`config.mk`:
```
export PLATFORM = sky130hd
export DESIGN_NAME = bwhp_host
export DESIGN_NICKNAME = d
export VERILOG_FILES = /design/src/rtl/bwhp_pkg.sv /design/src/rtl/bwhp_sync3.sv /design/src/rtl/bwhp_host.sv
export SDC_FILE = /design/constraint.sdc
export NUM_CORES = 1
export LEC_CHECK = 0
export BUFFER_PORTS_ARGS = -buffer_cell sky130_fd_sc_hd__buf_2
export CAP_MARGIN = 15
export CORE_MARGIN = 4
export CORE_UTILIZATION = 50
export DETAILED_ROUTE_END_ITERATION = 8
export GPL_ROUTABILITY_DRIVEN = 0
export GPL_TIMING_DRIVEN = 0
export PLACE_DENSITY = 0.74
export SLEW_MARGIN = 20
export SYNTH_ARGS = -nofsm -noshare
export SYNTH_HDL_FRONTEND = slang
export SYNTH_HIERARCHICAL = 1
export SYNTH_SLANG_ARGS = --single-unit
```
`constraint.sdc`:
```
create_clock -name clk_in -period 3.8 [get_ports clk_in]
set_input_delay 0.76 -clock clk_in [delete_from_list [all_inputs] [get_ports clk_in]]
set_output_delay 0.76 -clock clk_in [all_outputs]
set_load 0.05 [all_outputs]
```
`src/rtl/bwhp_pkg.sv`:
```
/*
  Constants for the boot-window host port controller: pin widths, window
  layout, cascade straps, state encoding and pin timing counts.
  Assumes a single 100 MHz clock feeds every user of this package.
*/
package bwhp_pkg;

  // pin widths
  localparam int ADDR_W     = 13;
  localparam int DATA_W     = 8;
  localparam int SLOT_W     = 2;

  // window layout: region bits, ignored alias bits, boot block offset
  localparam int BOOT_OFF_W = 9;
  localparam int ALIAS_W    = 2;
  localparam int REGION_W   = 2;
  localparam logic [REGION_W-1:0] REGION_BOOT_LO = 2'h0;
  localparam logic [REGION_W-1:0] REGION_BOOT_HI = 2'h3;
  localparam logic [ALIAS_W-1:0]  ALIAS_ZERO     = 2'h0;

  // cascade strap for a system with one device
  localparam logic [SLOT_W-1:0] SINGLE_SLOT = 2'h0;

  // clock
  localparam int CLK_NS = 10;

  // pin timing, figures in ns
  localparam int RESET_HOLD_NS = 1000;
  localparam int GUARD_NS      = 100;
  localparam int SETUP_NS      = 20;
  localparam int STROBE_NS     = 150;
  localparam int HOLD_NS       = 20;
  localparam int DOWNLOAD_NS   = 1000000;

  // least times round up to whole cycles
  localparam int RESET_HOLD_CYC = (RESET_HOLD_NS + CLK_NS - 1) / CLK_NS;
  localparam int GUARD_CYC      = (GUARD_NS + CLK_NS - 1) / CLK_NS;
  localparam int SETUP_CYC      = (SETUP_NS + CLK_NS - 1) / CLK_NS;
  localparam int STROBE_CYC     = (STROBE_NS + CLK_NS - 1) / CLK_NS;
  localparam int HOLD_CYC       = (HOLD_NS + CLK_NS - 1) / CLK_NS;
  localparam int DOWNLOAD_CYC   = (DOWNLOAD_NS + CLK_NS - 1) / CLK_NS;

  // counter wide enough for the download timeout
  localparam int CNT_W = 17;
  typedef logic [CNT_W-1:0] bwhp_cnt_t;

  typedef enum logic [2:0] {
    ST_RST_HOLD,
    ST_GUARD,
    ST_WAIT_BUSY,
    ST_IDLE,
    ST_SETUP,
    ST_STROBE,
    ST_HOLD
  } bwhp_state_t;

endpackage

```
`src/rtl/bwhp_sync3.sv`:
```
/*
  Three-stage input synchroniser, one lane per bit.
  Assumes inputs are asynchronous pins; the output follows only once
  the second and third stages agree, which filters single-cycle glitches.
*/
module bwhp_sync3 #(
  parameter int         WIDTH     = 1,
  parameter logic [0:0] RESET_VAL = 1'b0
) (
  input  wire logic             clk_in,
  input  wire logic             reset_in,
  input  wire logic [WIDTH-1:0] async_in,
  output logic      [WIDTH-1:0] sync_out
);

  genvar i;
  generate
    for (i = 0; i < WIDTH; i++) begin : g_lane
      logic s1_q;
      logic s2_q;
      logic s3_q;
      logic out_q;
      // first stage is read by the second stage only
      always_ff @(posedge clk_in) begin
        if (reset_in) begin
          s1_q  <= RESET_VAL;
          s2_q  <= RESET_VAL;
          s3_q  <= RESET_VAL;
          out_q <= RESET_VAL;
        end else begin
          s1_q <= async_in[i];
          s2_q <= s1_q;
          s3_q <= s2_q;
          if (s2_q == s3_q) begin
            out_q <= s3_q;
          end
        end
      end
      assign sync_out[i] = out_q;
    end
  endgenerate

endmodule

```
`src/rtl/bwhp_host.sv`:
```
/*
  Host-side controller for a strobe-timed flash disk memory window.
  Pulses the device reset, waits for the busy line, then runs single
  byte reads and writes over address, data and active-low strobes.
  Assumes the busy pin and data bus are asynchronous to clk_in and that
  the board resolves the open-drain busy net and the shared data bus.
*/
// How it works
// - select, read, write strobes are active low
// - no access started while busy is low
// - single device straps cascade position to 00
// - cascaded devices share all pins, busy too
module bwhp_host #(
  parameter logic [bwhp_pkg::SLOT_W-1:0] SLOT          = bwhp_pkg::SINGLE_SLOT,
  parameter int                          DOWNLOAD_CYC  = bwhp_pkg::DOWNLOAD_CYC
) (
  input  wire logic                          clk_in,
  input  wire logic                          reset_in,
  // user side
  input  wire logic                          cmd_valid_in,
  input  wire logic                          cmd_write_in,
  input  wire logic                          cmd_boot_in,
  input  wire logic [bwhp_pkg::ADDR_W-1:0]   cmd_addr_in,
  input  wire logic [bwhp_pkg::DATA_W-1:0]   cmd_wdata_in,
  input  wire logic                          restart_in,
  output logic                               cmd_ready_out,
  output logic [bwhp_pkg::DATA_W-1:0]        rdata_out,
  output logic                               rdata_valid_out,
  output logic                               init_done_out,
  output logic                               init_timeout_out,
  // device pins
  output logic [bwhp_pkg::ADDR_W-1:0]        dev_addr_out,
  input  wire logic [bwhp_pkg::DATA_W-1:0]   dev_data_in,
  output logic [bwhp_pkg::DATA_W-1:0]        dev_data_out,
  output logic                               dev_data_oe_out,
  output logic                               dev_ce_n_out,
  output logic                               dev_oe_n_out,
  output logic                               dev_we_n_out,
  output logic                               dev_reset_n_out,
  input  wire logic                          dev_busy_n_in,
  output logic [bwhp_pkg::SLOT_W-1:0]        cascade_slot_out
);

  bwhp_pkg::bwhp_state_t           state_q;
  bwhp_pkg::bwhp_state_t           state_d;
  bwhp_pkg::bwhp_cnt_t             cnt_q;
  bwhp_pkg::bwhp_cnt_t             cnt_init;
  logic                            cnt_zero;
  logic                            cnt_load;
  logic                            busy_hi;
  logic [bwhp_pkg::DATA_W-1:0]     data_sync;
  logic [bwhp_pkg::ADDR_W-1:0]     addr_q;
  logic [bwhp_pkg::ADDR_W-1:0]     boot_addr;
  logic [bwhp_pkg::ADDR_W-1:0]     addr_pick;
  logic [bwhp_pkg::DATA_W-1:0]     wdata_q;
  logic                            write_q;
  logic [bwhp_pkg::DATA_W-1:0]     rdata_q;
  logic                            rdata_valid_q;
  logic                            done_q;
  logic                            timeout_q;
  logic                            take_cmd;
  logic                            read_done;

  // the busy net is shared by every cascaded device, so it reads as a wired-AND
  bwhp_sync3 #(
    .WIDTH     (1),
    .RESET_VAL (1'b0)
  ) u_busy_sync (
    .clk_in   (clk_in),
    .reset_in (reset_in),
    .async_in (dev_busy_n_in),
    .sync_out (busy_hi)
  );

  // read data crosses in too; the strobe is long enough to cover latency
  bwhp_sync3 #(
    .WIDTH     (bwhp_pkg::DATA_W),
    .RESET_VAL (1'b0)
  ) u_data_sync (
    .clk_in   (clk_in),
    .reset_in (reset_in),
    .async_in (dev_data_in),
    .sync_out (data_sync)
  );

  // boot reads go to the lowest region with alias bits cleared
  assign boot_addr = {bwhp_pkg::REGION_BOOT_LO, bwhp_pkg::ALIAS_ZERO,
                      cmd_addr_in[bwhp_pkg::BOOT_OFF_W-1:0]};
  assign addr_pick = cmd_boot_in ? boot_addr : cmd_addr_in;

  // handshake and decode
  assign cnt_zero  = (cnt_q == '0);
  assign cnt_load  = (state_d != state_q);
  // ready only while the device reports itself idle
  assign cmd_ready_out = (state_q == bwhp_pkg::ST_IDLE) && busy_hi && !restart_in;
  assign take_cmd  = cmd_valid_in && cmd_ready_out;
  assign read_done = (state_q == bwhp_pkg::ST_STROBE) && cnt_zero && !write_q;

  // next state
  always_comb begin
    state_d = state_q;
    case (state_q)
      bwhp_pkg::ST_RST_HOLD: begin
        if (cnt_zero) state_d = bwhp_pkg::ST_GUARD;
      end
      bwhp_pkg::ST_GUARD: begin
        if (cnt_zero) state_d = bwhp_pkg::ST_WAIT_BUSY;
      end
      bwhp_pkg::ST_WAIT_BUSY: begin
        if (busy_hi || cnt_zero) state_d = bwhp_pkg::ST_IDLE;
      end
      bwhp_pkg::ST_IDLE: begin
        if (restart_in) state_d = bwhp_pkg::ST_RST_HOLD;
        else if (take_cmd) state_d = bwhp_pkg::ST_SETUP;
      end
      bwhp_pkg::ST_SETUP: begin
        if (cnt_zero) state_d = bwhp_pkg::ST_STROBE;
      end
      bwhp_pkg::ST_STROBE: begin
        if (cnt_zero) state_d = bwhp_pkg::ST_HOLD;
      end
      bwhp_pkg::ST_HOLD: begin
        if (cnt_zero) state_d = bwhp_pkg::ST_IDLE;
      end
      default: begin
        state_d = bwhp_pkg::ST_RST_HOLD;
      end
    endcase
  end

  // dwell time of the state being entered, less one
  always_comb begin
    cnt_init = '0;
    case (state_d)
      bwhp_pkg::ST_RST_HOLD:  cnt_init = bwhp_pkg::bwhp_cnt_t'(bwhp_pkg::RESET_HOLD_CYC - 1);
      bwhp_pkg::ST_GUARD:     cnt_init = bwhp_pkg::bwhp_cnt_t'(bwhp_pkg::GUARD_CYC - 1);
      bwhp_pkg::ST_WAIT_BUSY: cnt_init = bwhp_pkg::bwhp_cnt_t'(DOWNLOAD_CYC - 1);
      bwhp_pkg::ST_SETUP:     cnt_init = bwhp_pkg::bwhp_cnt_t'(bwhp_pkg::SETUP_CYC - 1);
      bwhp_pkg::ST_STROBE:    cnt_init = bwhp_pkg::bwhp_cnt_t'(bwhp_pkg::STROBE_CYC - 1);
      bwhp_pkg::ST_HOLD:      cnt_init = bwhp_pkg::bwhp_cnt_t'(bwhp_pkg::HOLD_CYC - 1);
      default:                cnt_init = '0;
    endcase
  end

  // state and dwell counter; reset starts a fresh device reset pulse
  always_ff @(posedge clk_in) begin
    if (reset_in) begin
      state_q <= bwhp_pkg::ST_RST_HOLD;
      cnt_q   <= bwhp_pkg::bwhp_cnt_t'(bwhp_pkg::RESET_HOLD_CYC - 1);
    end else begin
      state_q <= state_d;
      if (cnt_load) cnt_q <= cnt_init;
      else if (!cnt_zero) cnt_q <= cnt_q - 1'b1;
    end
  end

  // command capture, held stable across setup, strobe and hold
  always_ff @(posedge clk_in) begin
    if (reset_in) begin
      addr_q  <= '0;
      wdata_q <= '0;
      write_q <= 1'b0;
    end else if (take_cmd) begin
      addr_q  <= addr_pick;
      wdata_q <= cmd_wdata_in;
      write_q <= cmd_write_in;
    end
  end

  // read data sampled at the last strobe cycle, when it is settled
  always_ff @(posedge clk_in) begin
    if (reset_in) begin
      rdata_q       <= '0;
      rdata_valid_q <= 1'b0;
    end else begin
      rdata_valid_q <= read_done;
      if (read_done) rdata_q <= data_sync;
    end
  end

  // init status: done when busy released, timeout if download overran
  always_ff @(posedge clk_in) begin
    if (reset_in) begin
      done_q    <= 1'b0;
      timeout_q <= 1'b0;
    end else if (state_q == bwhp_pkg::ST_RST_HOLD) begin
      done_q    <= 1'b0;
      timeout_q <= 1'b0;
    end else if (state_q == bwhp_pkg::ST_WAIT_BUSY) begin
      done_q    <= busy_hi;
      timeout_q <= !busy_hi && cnt_zero;
    end
  end

  // pin drive; strobes are active low and exclusive
  assign dev_reset_n_out  = (state_q != bwhp_pkg::ST_RST_HOLD);
  assign dev_ce_n_out     = !((state_q == bwhp_pkg::ST_SETUP) ||
                              (state_q == bwhp_pkg::ST_STROBE));
  assign dev_oe_n_out     = !((state_q == bwhp_pkg::ST_STROBE) && !write_q);
  assign dev_we_n_out     = !((state_q == bwhp_pkg::ST_STROBE) && write_q);
  // data driven over the whole write cycle so it is stable at we rise
  assign dev_data_oe_out  = write_q && ((state_q == bwhp_pkg::ST_SETUP) ||
                                        (state_q == bwhp_pkg::ST_STROBE) ||
                                        (state_q == bwhp_pkg::ST_HOLD));
  assign dev_data_out     = wdata_q;
  assign dev_addr_out     = addr_q;
  assign cascade_slot_out = SLOT;
  assign rdata_out        = rdata_q;
  assign rdata_valid_out  = rdata_valid_q;
  assign init_done_out    = done_q;
  assign init_timeout_out = timeout_q;

  property p_no_dual_strobe;
    @(posedge clk_in) disable iff (reset_in)
      !(!dev_oe_n_out && !dev_we_n_out);
  endproperty
  a_no_dual_strobe: assert property (p_no_dual_strobe)
    else $error("read and write strobes low together");

  property p_strobe_needs_ce;
    @(posedge clk_in) disable iff (reset_in)
      (!dev_oe_n_out || !dev_we_n_out) |-> !dev_ce_n_out;
  endproperty
  a_strobe_needs_ce: assert property (p_strobe_needs_ce)
    else $error("strobe without chip select");

  property p_read_width;
    @(posedge clk_in) disable iff (reset_in)
      $fell(dev_oe_n_out) |-> !dev_oe_n_out [*8];
  endproperty
  a_read_width: assert property (p_read_width)
    else $error("read strobe too short");

  property p_write_data;
    @(posedge clk_in) disable iff (reset_in)
      !dev_we_n_out |-> dev_data_oe_out ##1 dev_data_oe_out;
  endproperty
  a_write_data: assert property (p_write_data)
    else $error("write strobe without data held");

  property p_start_when_idle;
    @(posedge clk_in) disable iff (reset_in)
      take_cmd |-> busy_hi ##1 (!dev_ce_n_out && dev_oe_n_out && dev_we_n_out);
  endproperty
  a_start_when_idle: assert property (p_start_when_idle)
    else $error("access started while device busy");

  property p_busy_blocks;
    @(posedge clk_in) disable iff (reset_in)
      !busy_hi |-> !cmd_ready_out;
  endproperty
  a_busy_blocks: assert property (p_busy_blocks)
    else $error("ready offered while device busy");

  property p_after_reset_wait;
    @(posedge clk_in) disable iff (reset_in)
      $rose(dev_reset_n_out) |-> (!cmd_ready_out && dev_ce_n_out) [*8];
  endproperty
  a_after_reset_wait: assert property (p_after_reset_wait)
    else $error("access offered right after device reset");

  property p_slot_fixed;
    @(posedge clk_in) disable iff (reset_in)
      1'b1 |=> $stable(cascade_slot_out) && (cascade_slot_out == SLOT);
  endproperty
  a_slot_fixed: assert property (p_slot_fixed)
    else $error("cascade strap changed");

endmodule

```
==> summary.txt, run 1 <==
antenna fix cells: 0
Final nets: 515
leakage power: 0.00178 uW
combined global-route utilization of all metal layers: 17.8%
number of buffers on the longest clock path: 2
required time worst endpoint: 3.04 ns
core outline area: 6870 um^2
number of inserted filler cells in the final layout: 602
worst slack, placed: 1.31 ns
type of the worst setup path: register to primary output
CP top delay family: buffers and inverters
dominant register cell in the synthesized netlist: dfxtp_1
TritonCTS clock tree: built
worst min-delay path endpoint: u_data_sync/g_lane[2].s2_q$_SDFF_PP0_
area leader, netlist: dfxtp_1
proportion of synthesized flip-flops having asynchronous set or reset: 0%
mean number of vias per cell: 5.02
Worst Tran Pin Value: 0.619 ns
Syn Std Cell Area: 3560 um^2
number of synthesis warnings: 6
share of the core filled with cells in the final layout: 62.1%
logic depth of the worst register-to-register path: 7
largest cells by area after synthesis: dfxtp_1, nand2_1, nor2b_1
Worst Setup End Kind: primary output
Chip Width: 92.3 um
minimum setup slack in the final design: 1.04 ns
initial core utilization: 51.8%
Met1 Wirelength: 3.35 mm
most frequent cells in the layout: dfxtp_1, buf_2, nand2_1, a21oi_1, nor2b_1
residual overflow from global routing: 0
Worst setup SP type: register
maximum number of pins on one net before global-route repair: 16
skew final: 0.00871 ns
number of global-route vias before repair: 2,611
routed vias: 2,902
number of cells produced by synthesis: 392
mean area per synthesized cell: 9.07 um^2
total power divided by cell area: 408 nW/um^2
proportion of netlist area held by the largest area contributor: 50.1%
DRC viols: 0
die area: 8520 um^2
Post-CTS Hold Fix Bufs: 0
fraction of final layout cells with drive strength greater than 1: 25.9%
Routed met3 length: 410 um
CTS H-tree lvls: 3
Hold Worst Slack: 0.445 ns
CP Launch Point: state_q[0]$_SDFF_PP0_
critical register-to-register path endpoint: cnt_q[0]$_SDFFE_PP1P_
routed length on met2: 3.57 mm
Worst VDD drop: 343 uV
area growth from synthesis to layout: 20.0%
I/O pin total: 76
Antenna Violating Nets Remaining: 0
Max FO, Critical Path: 10
final setup violation count: 0
count of flip-flops with a built-in enable after synthesis: 0
setup repair after global routing missed its margin: false
count of maximum capacitance violations: 0
number of gates resized after CTS: 0
final worst-path cycle share: 72.5%
delay contributed by the slowest stage of the critical path: 0.44 ns
total clock buffers created by CTS: 9
total power: 1740 uW
average detailed-routed wire length per instance: 12.8 um
Hold Startpoint: u_data_sync/g_lane[2].s1_q$_SDFF_PP0_
Worst Hold Depth: 1
maximum clock frequency: 363 MHz
data arrival at the endpoint of the critical path: 2.00 ns
# port buffers: 73
run status: finished, final reports clean
num rows: 30
critical-path cell list: clkbuf_1 -> nand2_1 -> nor4b_1 -> buf_2
accumulated negative setup slack: 0 ns
distinct cell type count after synthesis: 51
worst slew margin relative to its limit: 58.4%
most frequent standard cell in the layout excluding fill and tap cells: dfxtp_1
Clk Tree Root Cell: clkbuf_8
placed wire-length estimate: 5.44 mm
number of antenna violations at the first check in global routing: 0
flop-to-flop setup slack: 1.46 ns
final-report hold violation count: 0
number of DRC markers in iteration 0: 126
post-CTS clock slew at the launch and capture registers of the worst setup and hold paths: 0.08 ns
master of the slowest instance on the critical path: nor4b_1
total count of max-transition violations in the final report: 0
worst min path class: register to register
clock latency on the worst-skew pair: 0.36 ns
crit path time final: 2.76 ns
number of post-CTS setup repair buffers: 0
Max Used Layer: met4
detailed-route wire length: 7.42 mm
wire length of the first global-routing pass: 12.2 mm
proportion of synthesized chip area in sequential cells: 50.1%
buffer and inverter count on the worst path: 2
die height: 92.3 um
clock sink count: 89
first-pass detailed-route iteration total: 4
Reg-to-Reg Start: cnt_q[8]$_SDFFE_PP0P_
number of synthesized register bits: 89
worst reg2reg max path, stage by stage (launching register included):
cell and delay, ns:
dfxtp_1 0.38, nor3_1 0.50, nand3b_1 0.18, nor3_2 0.40
a21o_2 0.27, buf_2 0.23, nand3_1 0.12, a21o_1 0.18
routing by layer:
metal	global-route usage [%]	up-vias
met1	22.8	1344
met3	4.79	10
met2	28.8	70
met5	0	-
met4	6.81	0
li1	-	1478
layout make-up:
cell class,count,area [um^2],area share [%]
sequential,89,1780,41.8
multi-input combinational,270,1590,37.3
timing repair buffer,73,365,8.56
buffer,30,173,4.05
clock buffer,12,165,3.87
tap,96,120,2.82
clock inverter,4,56.3,1.32
inverter,4,15.0,0.352
metrics by stage:
step                std cells  instance area (um^2)
floorplan                 393                  3560
global placement          562                  4050
detailed placement        562                  4050
CTS                       578                  4270
global route              578                  4270
finish                    578                  4270
cell families (layout without fill, tap and decap cells):
| group | after synthesis | count (layout) | share of synthesized area [%] |
|---|---|---|---|
| fa+ha+maj | 2 | 2 | 0.704 |
| flops | 89 | 89 | 50.1 |
| buf+inv | 34 | 123 | 5.28 |
| other cells | 1 | 2 | 0.105 |
| simple gates | 168 | 168 | 25.1 |
| xor+xnor | 13 | 13 | 3.20 |
| mux | 9 | 9 | 2.53 |
| compound gates | 76 | 76 | 13.0 |
report_power, final:
part | internal, uW | switching [uW]
clock | 364 | 338
sequential | 948 | 10.4
combinational | 37.9 | 41.5
sequential cells by signal, summed over array words and instances (netlist names), 3 cells and up:
register                  flops
cnt_q                        17
dev_addr_out                 13
dev_data_out                  8
rdata_out                     8
u_data_sync/g_lane.out_q      8
u_data_sync/g_lane.s1_q       8
u_data_sync/g_lane.s2_q       8
u_data_sync/g_lane.s3_q       8
state_q                       3
cell usage after synthesis (all sizes together) (2+ instances only):
cell type and instances:
a211oi 2, a21boi 3, a21o 4, a21oi 40, a31oi 2, and3b 2
buf 17, clkbuf 13, dfxtp 89, ha 2, inv 4, mux2i 9
nand2 69, nand3 8, nand3b 6, nor2 21, nor2b 30, nor3 13
nor4 5, nor4b 2, o21ai 18, o31a 3, or3 4, xnor2 8
xor2 5
how the worst max path moves through the flow:
stage | to | depth (start not counted)
2_1_floorplan | dev_data_out[2]$_SDFFE_PP0P_ | 5
3_3_place_gp | cnt_q[4]$_SDFFE_PP0P_ | 8
3_5_place_dp | cnt_q[10]$_SDFFE_PP0P_ | 8
4_1_cts | cmd_ready_out | 4
5_1_grt | cmd_ready_out | 4
6_report | cmd_ready_out | 4
Note: power is estimated with default switching activity, not from simulation.
==> run 2: changes to the inputs <==
CORE_UTILIZATION = 48   (was 50)
clock period = 2.3 ns   (was 3.8 ns; I/O delays follow)
==> run 2 against run 1 <==
Compared with the run above:
- final area up 2.3%
- global-route usage down 0.24 points
- die area up 3.8%
- final cell count up 1.2%
- non-clock buffer count up 4
- sequential cell count unchanged
- count of clock-buffer cells in the layout down 3
==> summary.txt, run 2 (synthesized netlist as in run 1, its figures left out) <==
run status: finished, final reports clean
post-CTS clock slew at the launch and capture registers of the worst setup and hold paths: 0.10 ns (+0.02 ns)
count of maximum capacitance violations: 0 (unchanged)
Worst setup SP type: register
Clock power frac: 37.5% (-2.8 points)
clock latency on the worst-skew pair: 0.36 ns (about the same)
accumulated negative setup slack: 0 ns (unchanged)
Internal: 2060 uW (+52%)
die area: 8850 um^2 (+3.8%)
post-layout instance area: 4360 um^2 (+2.3%)
average detailed-routed wire length per instance: 12.7 um (-1.3%)
Chip Width: 94.1 um (+1.9%)
mean number of vias per cell: 4.92 (-2.0%)
wire length of the first global-routing pass: 12.4 mm (+1.2%)
type of the worst setup path: register to register
Post-CTS Hold Fix Bufs: 0 (unchanged)
portion of total power attributed to sequential cells: 57.5% (+2.4 points)
number of inserted filler cells in the final layout: 643 (+6.8%)
CTS H-tree lvls: 3 (unchanged)
combinational power share: 5.0% (+0.4 points)
total clock buffers created by CTS: 9 (unchanged)
core outline area: 7210 um^2 (+5.0%)
total power: 2750 uW (+58%)
Clk Tree Root Cell: clkbuf_8
Worst Tran Pin Value: 0.591 ns (-0.0282 ns)
crit path time final: 2.21 ns
worst slew margin relative to its limit: 60.6% (+2.3 points)
most frequent standard cell in the layout excluding fill and tap cells: dfxtp_1
total count of max-transition violations in the final report: 0 (unchanged)
skew final: 0.0106 ns (+0.00188 ns)
residual overflow from global routing: 0 (unchanged)
maximum number of pins on one net before global-route repair: 19 (+3)
die height: 94.1 um (+1.9%)
Sw Ratio: 25.2% (+2.8 points)
required time worst endpoint: 2.59 ns (-0.45 ns)
data arrival at the endpoint of the critical path: 2.50 ns (+0.50 ns)
DRC viols: 0 (unchanged)
number of global-route vias before repair: 2,729 (+4.5%)
Max FO, Critical Path: 6 (-4)
detailed-route wire length: 7.41 mm (-0.15%)
combined global-route utilization of all metal layers: 17.6% (-0.24 points)
flip-flop count of the largest register after layout: 17 (unchanged)
first-pass detailed-route iteration total: 4 (unchanged)
Worst Setup End Kind: register
area growth from synthesis to layout: 22.7%
leakage power: 0.00180 uW (+0.73%)
Worst VDD drop: 377 uV (+9.8%)
Hold Worst Slack: 0.298 ns (-0.146 ns)
fraction of final layout cells with drive strength greater than 1: 29.0% (+3.1 points)
placed wire-length estimate: 5.28 mm (-2.9%)
routed vias: 2,877 (-0.86%)
master of the slowest instance on the critical path: nor4_4
most frequent cells in the layout: dfxtp_1, buf_2, nand2_1, a21oi_1, nor2b_1
Placed Instance Area: 4070 um^2 (+0.49%)
Antenna Violating Nets Remaining: 0 (unchanged)
register with the most flip-flops: cnt_q
# port buffers: 73 (unchanged)
switching power of the nets: 695 uW (+78%)
I/O pin total: 76 (unchanged)
clock sink count: 89 (unchanged)
critical-path cell list: nor4_4 -> nand4_2 -> buf_6 -> o31a_4 -> or3_4 -> nand2b_4 -> a21oi_2
delay contributed by the slowest stage of the critical path: 0.40 ns (-0.04 ns)
number of buffers on the longest clock path: 2 (unchanged)
final setup violation count: 0 (unchanged)
final-report hold violation count: 0 (unchanged)
initial core utilization: 49.3% (-2.5 points)
Final nets: 519 (+0.78%)
number of antenna violations at the first check in global routing: 0 (unchanged)
maximum clock frequency: 452 MHz
TritonCTS clock tree: built
worst min path class: primary input to register
number of DRC markers in iteration 0: 121 (-4.0%)
num rows: 31 (+3.3%)
antenna fix cells: 0 (unchanged)
total power divided by cell area: 631 nW/um^2 (+55%)
final worst-path cycle share: 96.2%
## run 2: cell types whose count changed in the layout (fill, tap and decap cells not counted), moves of 2 or more
cell      previous run  this run
dfxtp_2              0         2
buf_2               76        74
inv_6                2         0
buf_4               13        19
clkbuf_1            13        11
clkinv_4             1         4
clkbuf_8            12         9
clkinv_8             0         2
inv_1                4         2
dfxtp_1             89        87
inv_2                0         2
## run 2: worst paths after layout
| kind | slack (ns) | start | cells after the start | to |
|---|---|---|---|---|
| setup / recovery | 0.09 | cnt_q[4]$_SDFFE_PP0P_ | 7 | cnt_q[9]$_SDFFE_PP0P_ |
| hold reg to reg | 0.44 | u_data_sync/g_lane[0].s1_q$_SDFF_PP0_ | 1 | u_data_sync/g_lane[0].s2_q$_SDFF_PP0_ |
| hold / removal | 0.30 | dev_data_in[4] | 2 | u_data_sync/g_lane[4].s1_q$_SDFF_PP0_ |
| setup reg to reg | 0.09 | cnt_q[4]$_SDFFE_PP0P_ | 7 | cnt_q[9]$_SDFFE_PP0P_ |
## run 2: layout make-up
class / count / area (um^2) / share of cell area, %
Clock buffer: 9 / 124 / 2.84
Sequential cell: 89 / 1780 / 40.9
Clock inverter: 7 / 78.8 / 1.81
Multi-Input combinational cell: 270 / 1660 / 38.0
Timing Repair Buffer: 78 / 405 / 9.29
Inverter: 4 / 15.0 / 0.344
Tap cell: 99 / 124 / 2.84
Buffer: 29 / 173 / 3.96
## run 2: worst max-delay path: cells and delay by family (launching register included)
kind,cells,cell delay [ns]
DFF,1,0.37
buffers and inverters,1,0.17
and+or+nand+nor,4,1.18
AOI/OAI and AO/OA,2,0.43
## run 2: power groups by stage
stage	Sequential [uW]	Clock, uW	Combinational, uW
6_report	1580	1030	137
5_1_grt	1590	1130	153
4_1_cts	1580	1070	132
3_5_place_dp	1620	0	131
3_3_place_gp	1620	0	128
2_1_floorplan	1620	0	82.9
## run 2: what timing repair did
item                                    CTS  global route
buffers inserted                          3             2
endpoints found under the hold margin     0             0
pin swaps                                 0             2
resized for setup                         4            12
endpoints found under the setup margin   12            14
## run 2: per-layer routing
layer  vias to the layer above  GRT usage [%]  share of wire, %
met1                      1311           22.5                44
met3                        10           5.05               4.6
met5                         -              0                 0
met2                        64           28.9                50
li1                       1492              -                 -
met4                         0           5.05               1.3
## run 2: stage by stage
step                util [%]  instances  setup slack, ns
detailed placement      56.3        565          -0.0821
floorplan                  -        393           -0.138
global placement        56.3        565          -0.0332
finish                  60.5        585           0.0870
global route            60.5        585         -0.00643
CTS                     59.6        583           0.0197
==> run 3: changes to the inputs <==
BUFFER_PORTS_ARGS = -buffer_cell sky130_fd_sc_hd__clkbuf_2   (was -buffer_cell sky130_fd_sc_hd__buf_2)
CORE_UTILIZATION = 45   (was 48)
PLACE_DENSITY = 0.71   (was 0.74)
==> run 3 against run 2 <==
Compared with the run above:
- die area increased by 6.1%
- combinational power is 3% lower
- final area hardly changed
==> summary.txt, run 3 (synthesized netlist as in run 1, its figures left out) <==
Worst VDD drop: 327 uV (-13%)
Worst Tran Pin Value: 0.646 ns (+0.0550 ns)
TritonCTS clock tree: built
total clock buffers created by CTS: 9 (unchanged)
Chip Width: 96.9 um (+3.0%)
worst min path class: primary input to register
Worst setup SP type: register
Worst Hold Depth: 2 (unchanged)
final worst-path cycle share: 97.6% (+1.4 points)
number of antenna violations at the first check in global routing: 0 (unchanged)
skew final: 0.0109 ns (+0.000258 ns)
maximum number of pins on one net before global-route repair: 16 (-3)
type of the worst setup path: register to primary output
run status: finished, final reports clean
CTS H-tree lvls: 3 (unchanged)
residual overflow from global routing: 0 (unchanged)
required time worst endpoint: 1.84 ns (-0.75 ns)
combined global-route utilization of all metal layers: 16.3% (-1.3 points)
minimum setup slack in the final design: 0.0545 ns (-0.0325 ns)
most frequent cells in the layout: dfxtp_1, clkbuf_2, nand2_1, a21oi_1, nor2b_1
crit path time final: 2.25 ns (+0.0325 ns)
total count of max-transition violations in the final report: 0 (unchanged)
register with the most flip-flops: cnt_q
# port buffers: 73 (unchanged)
number of buffers on the longest clock path: 2 (unchanged)
Max FO, Critical Path: 10 (+4)
Hold Startpoint: dev_data_in[6]
wire length of the first global-routing pass: 12.6 mm (+2.2%)
core outline area: 7690 um^2 (+6.6%)
worst slew margin relative to its limit: 57.0% (-3.7 points)
mean number of vias per cell: 5.01 (+1.9%)
master of the slowest instance on the critical path: dfxtp_1
worst slack, placed: -0.0715 ns (+0.0106 ns)
count of maximum capacitance violations: 0 (unchanged)
critical-path cell list: nand2_1 -> nor4b_2 -> clkbuf_4
flip-flop count of the largest register after layout: 17 (unchanged)
final setup violation count: 0 (unchanged)
flop-to-flop setup slack: 0.08 ns (about the same)
logic depth of the worst register-to-register path: 9 (+2)
total power: 2810 uW (+2.2%)
Post-CTS Hold Fix Bufs: 0 (unchanged)
Clk Tree Root Cell: clkbuf_8
Worst Setup End Kind: primary output
worst min-delay path endpoint: u_data_sync/g_lane[6].s1_q$_SDFF_PP0_
initial core utilization: 46.3% (-3.0 points)
DRC viols: 0 (unchanged)
antenna fix cells: 0 (unchanged)
Hold Worst Slack: 0.309 ns (+0.0102 ns)
Reg-to-Reg Start: cnt_q[0]$_SDFFE_PP1P_
number of global-route vias before repair: 2,826 (+3.6%)
die height: 96.9 um (+3.0%)
average detailed-routed wire length per instance: 12.8 um (+1.3%)
placed wire-length estimate: 5.47 mm (+3.5%)
Layout Cells excl Fill: 588 (+0.51%)
fraction of final layout cells with drive strength greater than 1: 28.6% (-0.41 points)
I/O pin total: 76 (unchanged)
num rows: 32 (+3.2%)
number of DRC markers in iteration 0: 172 (+42%)
routed vias: 2,948 (+2.5%)
clock sink count: 89 (unchanged)
Antenna Violating Nets Remaining: 0 (unchanged)
critical register-to-register path endpoint: cnt_q[10]$_SDFFE_PP0P_
final-report hold violation count: 0 (unchanged)
share of the core filled with cells in the final layout: 56.7% (-3.8 points)
delay contributed by the slowest stage of the critical path: 0.57 ns (+0.17 ns)
post-CTS clock slew at the launch and capture registers of the worst setup and hold paths: 0.09 ns (about the same)
total power divided by cell area: 645 nW/um^2 (+2.3%)
die area: 9390 um^2 (+6.1%)
Final nets: 520 (+0.19%)
first-pass detailed-route iteration total: 4 (unchanged)
detailed-route wire length: 7.54 mm (+1.8%)
leakage power: 0.00178 uW (-0.92%)
post-placement cell count: 568 (+0.53%)
area growth from synthesis to layout: 22.6% (about the same)
clock latency on the worst-skew pair: 0.36 ns (about the same)
most frequent standard cell in the layout excluding fill and tap cells: dfxtp_1
maximum clock frequency: 445 MHz (-1.4%)
data arrival at the endpoint of the critical path: 1.79 ns (-0.71 ns)
[run 3: cell count changes in the layout (fill, tap and decap cells not counted), moves of 2 or more]
| cell | change |
|---|---|
| clkinv_4 | -3 |
| inv_6 | +2 |
| clkbuf_2 | +70 |
| clkinv_8 | -2 |
| buf_2 | -71 |
[run 3: timing repair]
action	in CTS	in global routing
gates resized for setup	4	9
pin swaps	0	4
endpoints found under the setup margin	9	11
buffers inserted	1	6
[run 3: final cells by class]
cell class / instances / area, um^2
repair buffers: 80 / 420
clock inverters: 5 / 63.8
inverters: 4 / 15.0
fillers: 721 / 3330
plain buffers: 28 / 168
well taps: 102 / 128
multi-input cells: 270 / 1650
flip-flops and latches: 89 / 1780
clock buffers: 10 / 138
[run 3: power by group]
group          internal [uW]  switching, uW  leakage, uW
Sequential              1570           17.6     0.000722
Clock                    535            561    0.0000994
Combinational           64.0           69.1     0.000959
Total                   2170            648      0.00178
[run 3: metal layers]
| metal | wire length, um | up-vias | global-route usage (%) |
|---|---|---|---|
| met5 | 0 | - | 0 |
| met4 | 199 | 0 | 7.34 |
| met3 | 324 | 21 | 4.83 |
| met2 | 3690 | 65 | 27.1 |
| met1 | 3330 | 1371 | 19.4 |
| li1 | - | 1491 | - |
[run 3: how the worst max path moves through the flow]
stage	from	end	slack [ns]
detailed placement	cnt_q[8]$_SDFFE_PP0P_	cnt_q[0]$_SDFFE_PP1P_	-0.07
global route	cnt_q[1]$_SDFFE_PP1P_	cnt_q[5]$_SDFFE_PP1P_	-0.005
global placement	cnt_q[8]$_SDFFE_PP0P_	cnt_q[0]$_SDFFE_PP1P_	-0.04
floorplan	state_q[1]$_SDFF_PP0_	dev_data_out[2]$_SDFFE_PP0P_	-0.14
CTS	state_q[2]$_SDFF_PP0_	dev_oe_n_out	0.002
finish	state_q[1]$_SDFF_PP0_	cmd_ready_out	0.05
[run 3: worst max-delay path: cells and delay by family (launching register included)]
kind,cells,cell delay (ns)
simple gates,2,0.55
buf+inv,1,0.31
flops,1,0.57
[run 3: stage by stage]
step	cell area, um^2	setup TNS (ns)
after floorplan	3580	-2.62
after global placement	4070	-0.0439
after detailed placement	4070	-0.0839
after CTS	4290	0
after global routing	4360	-0.00753
final	4360	0
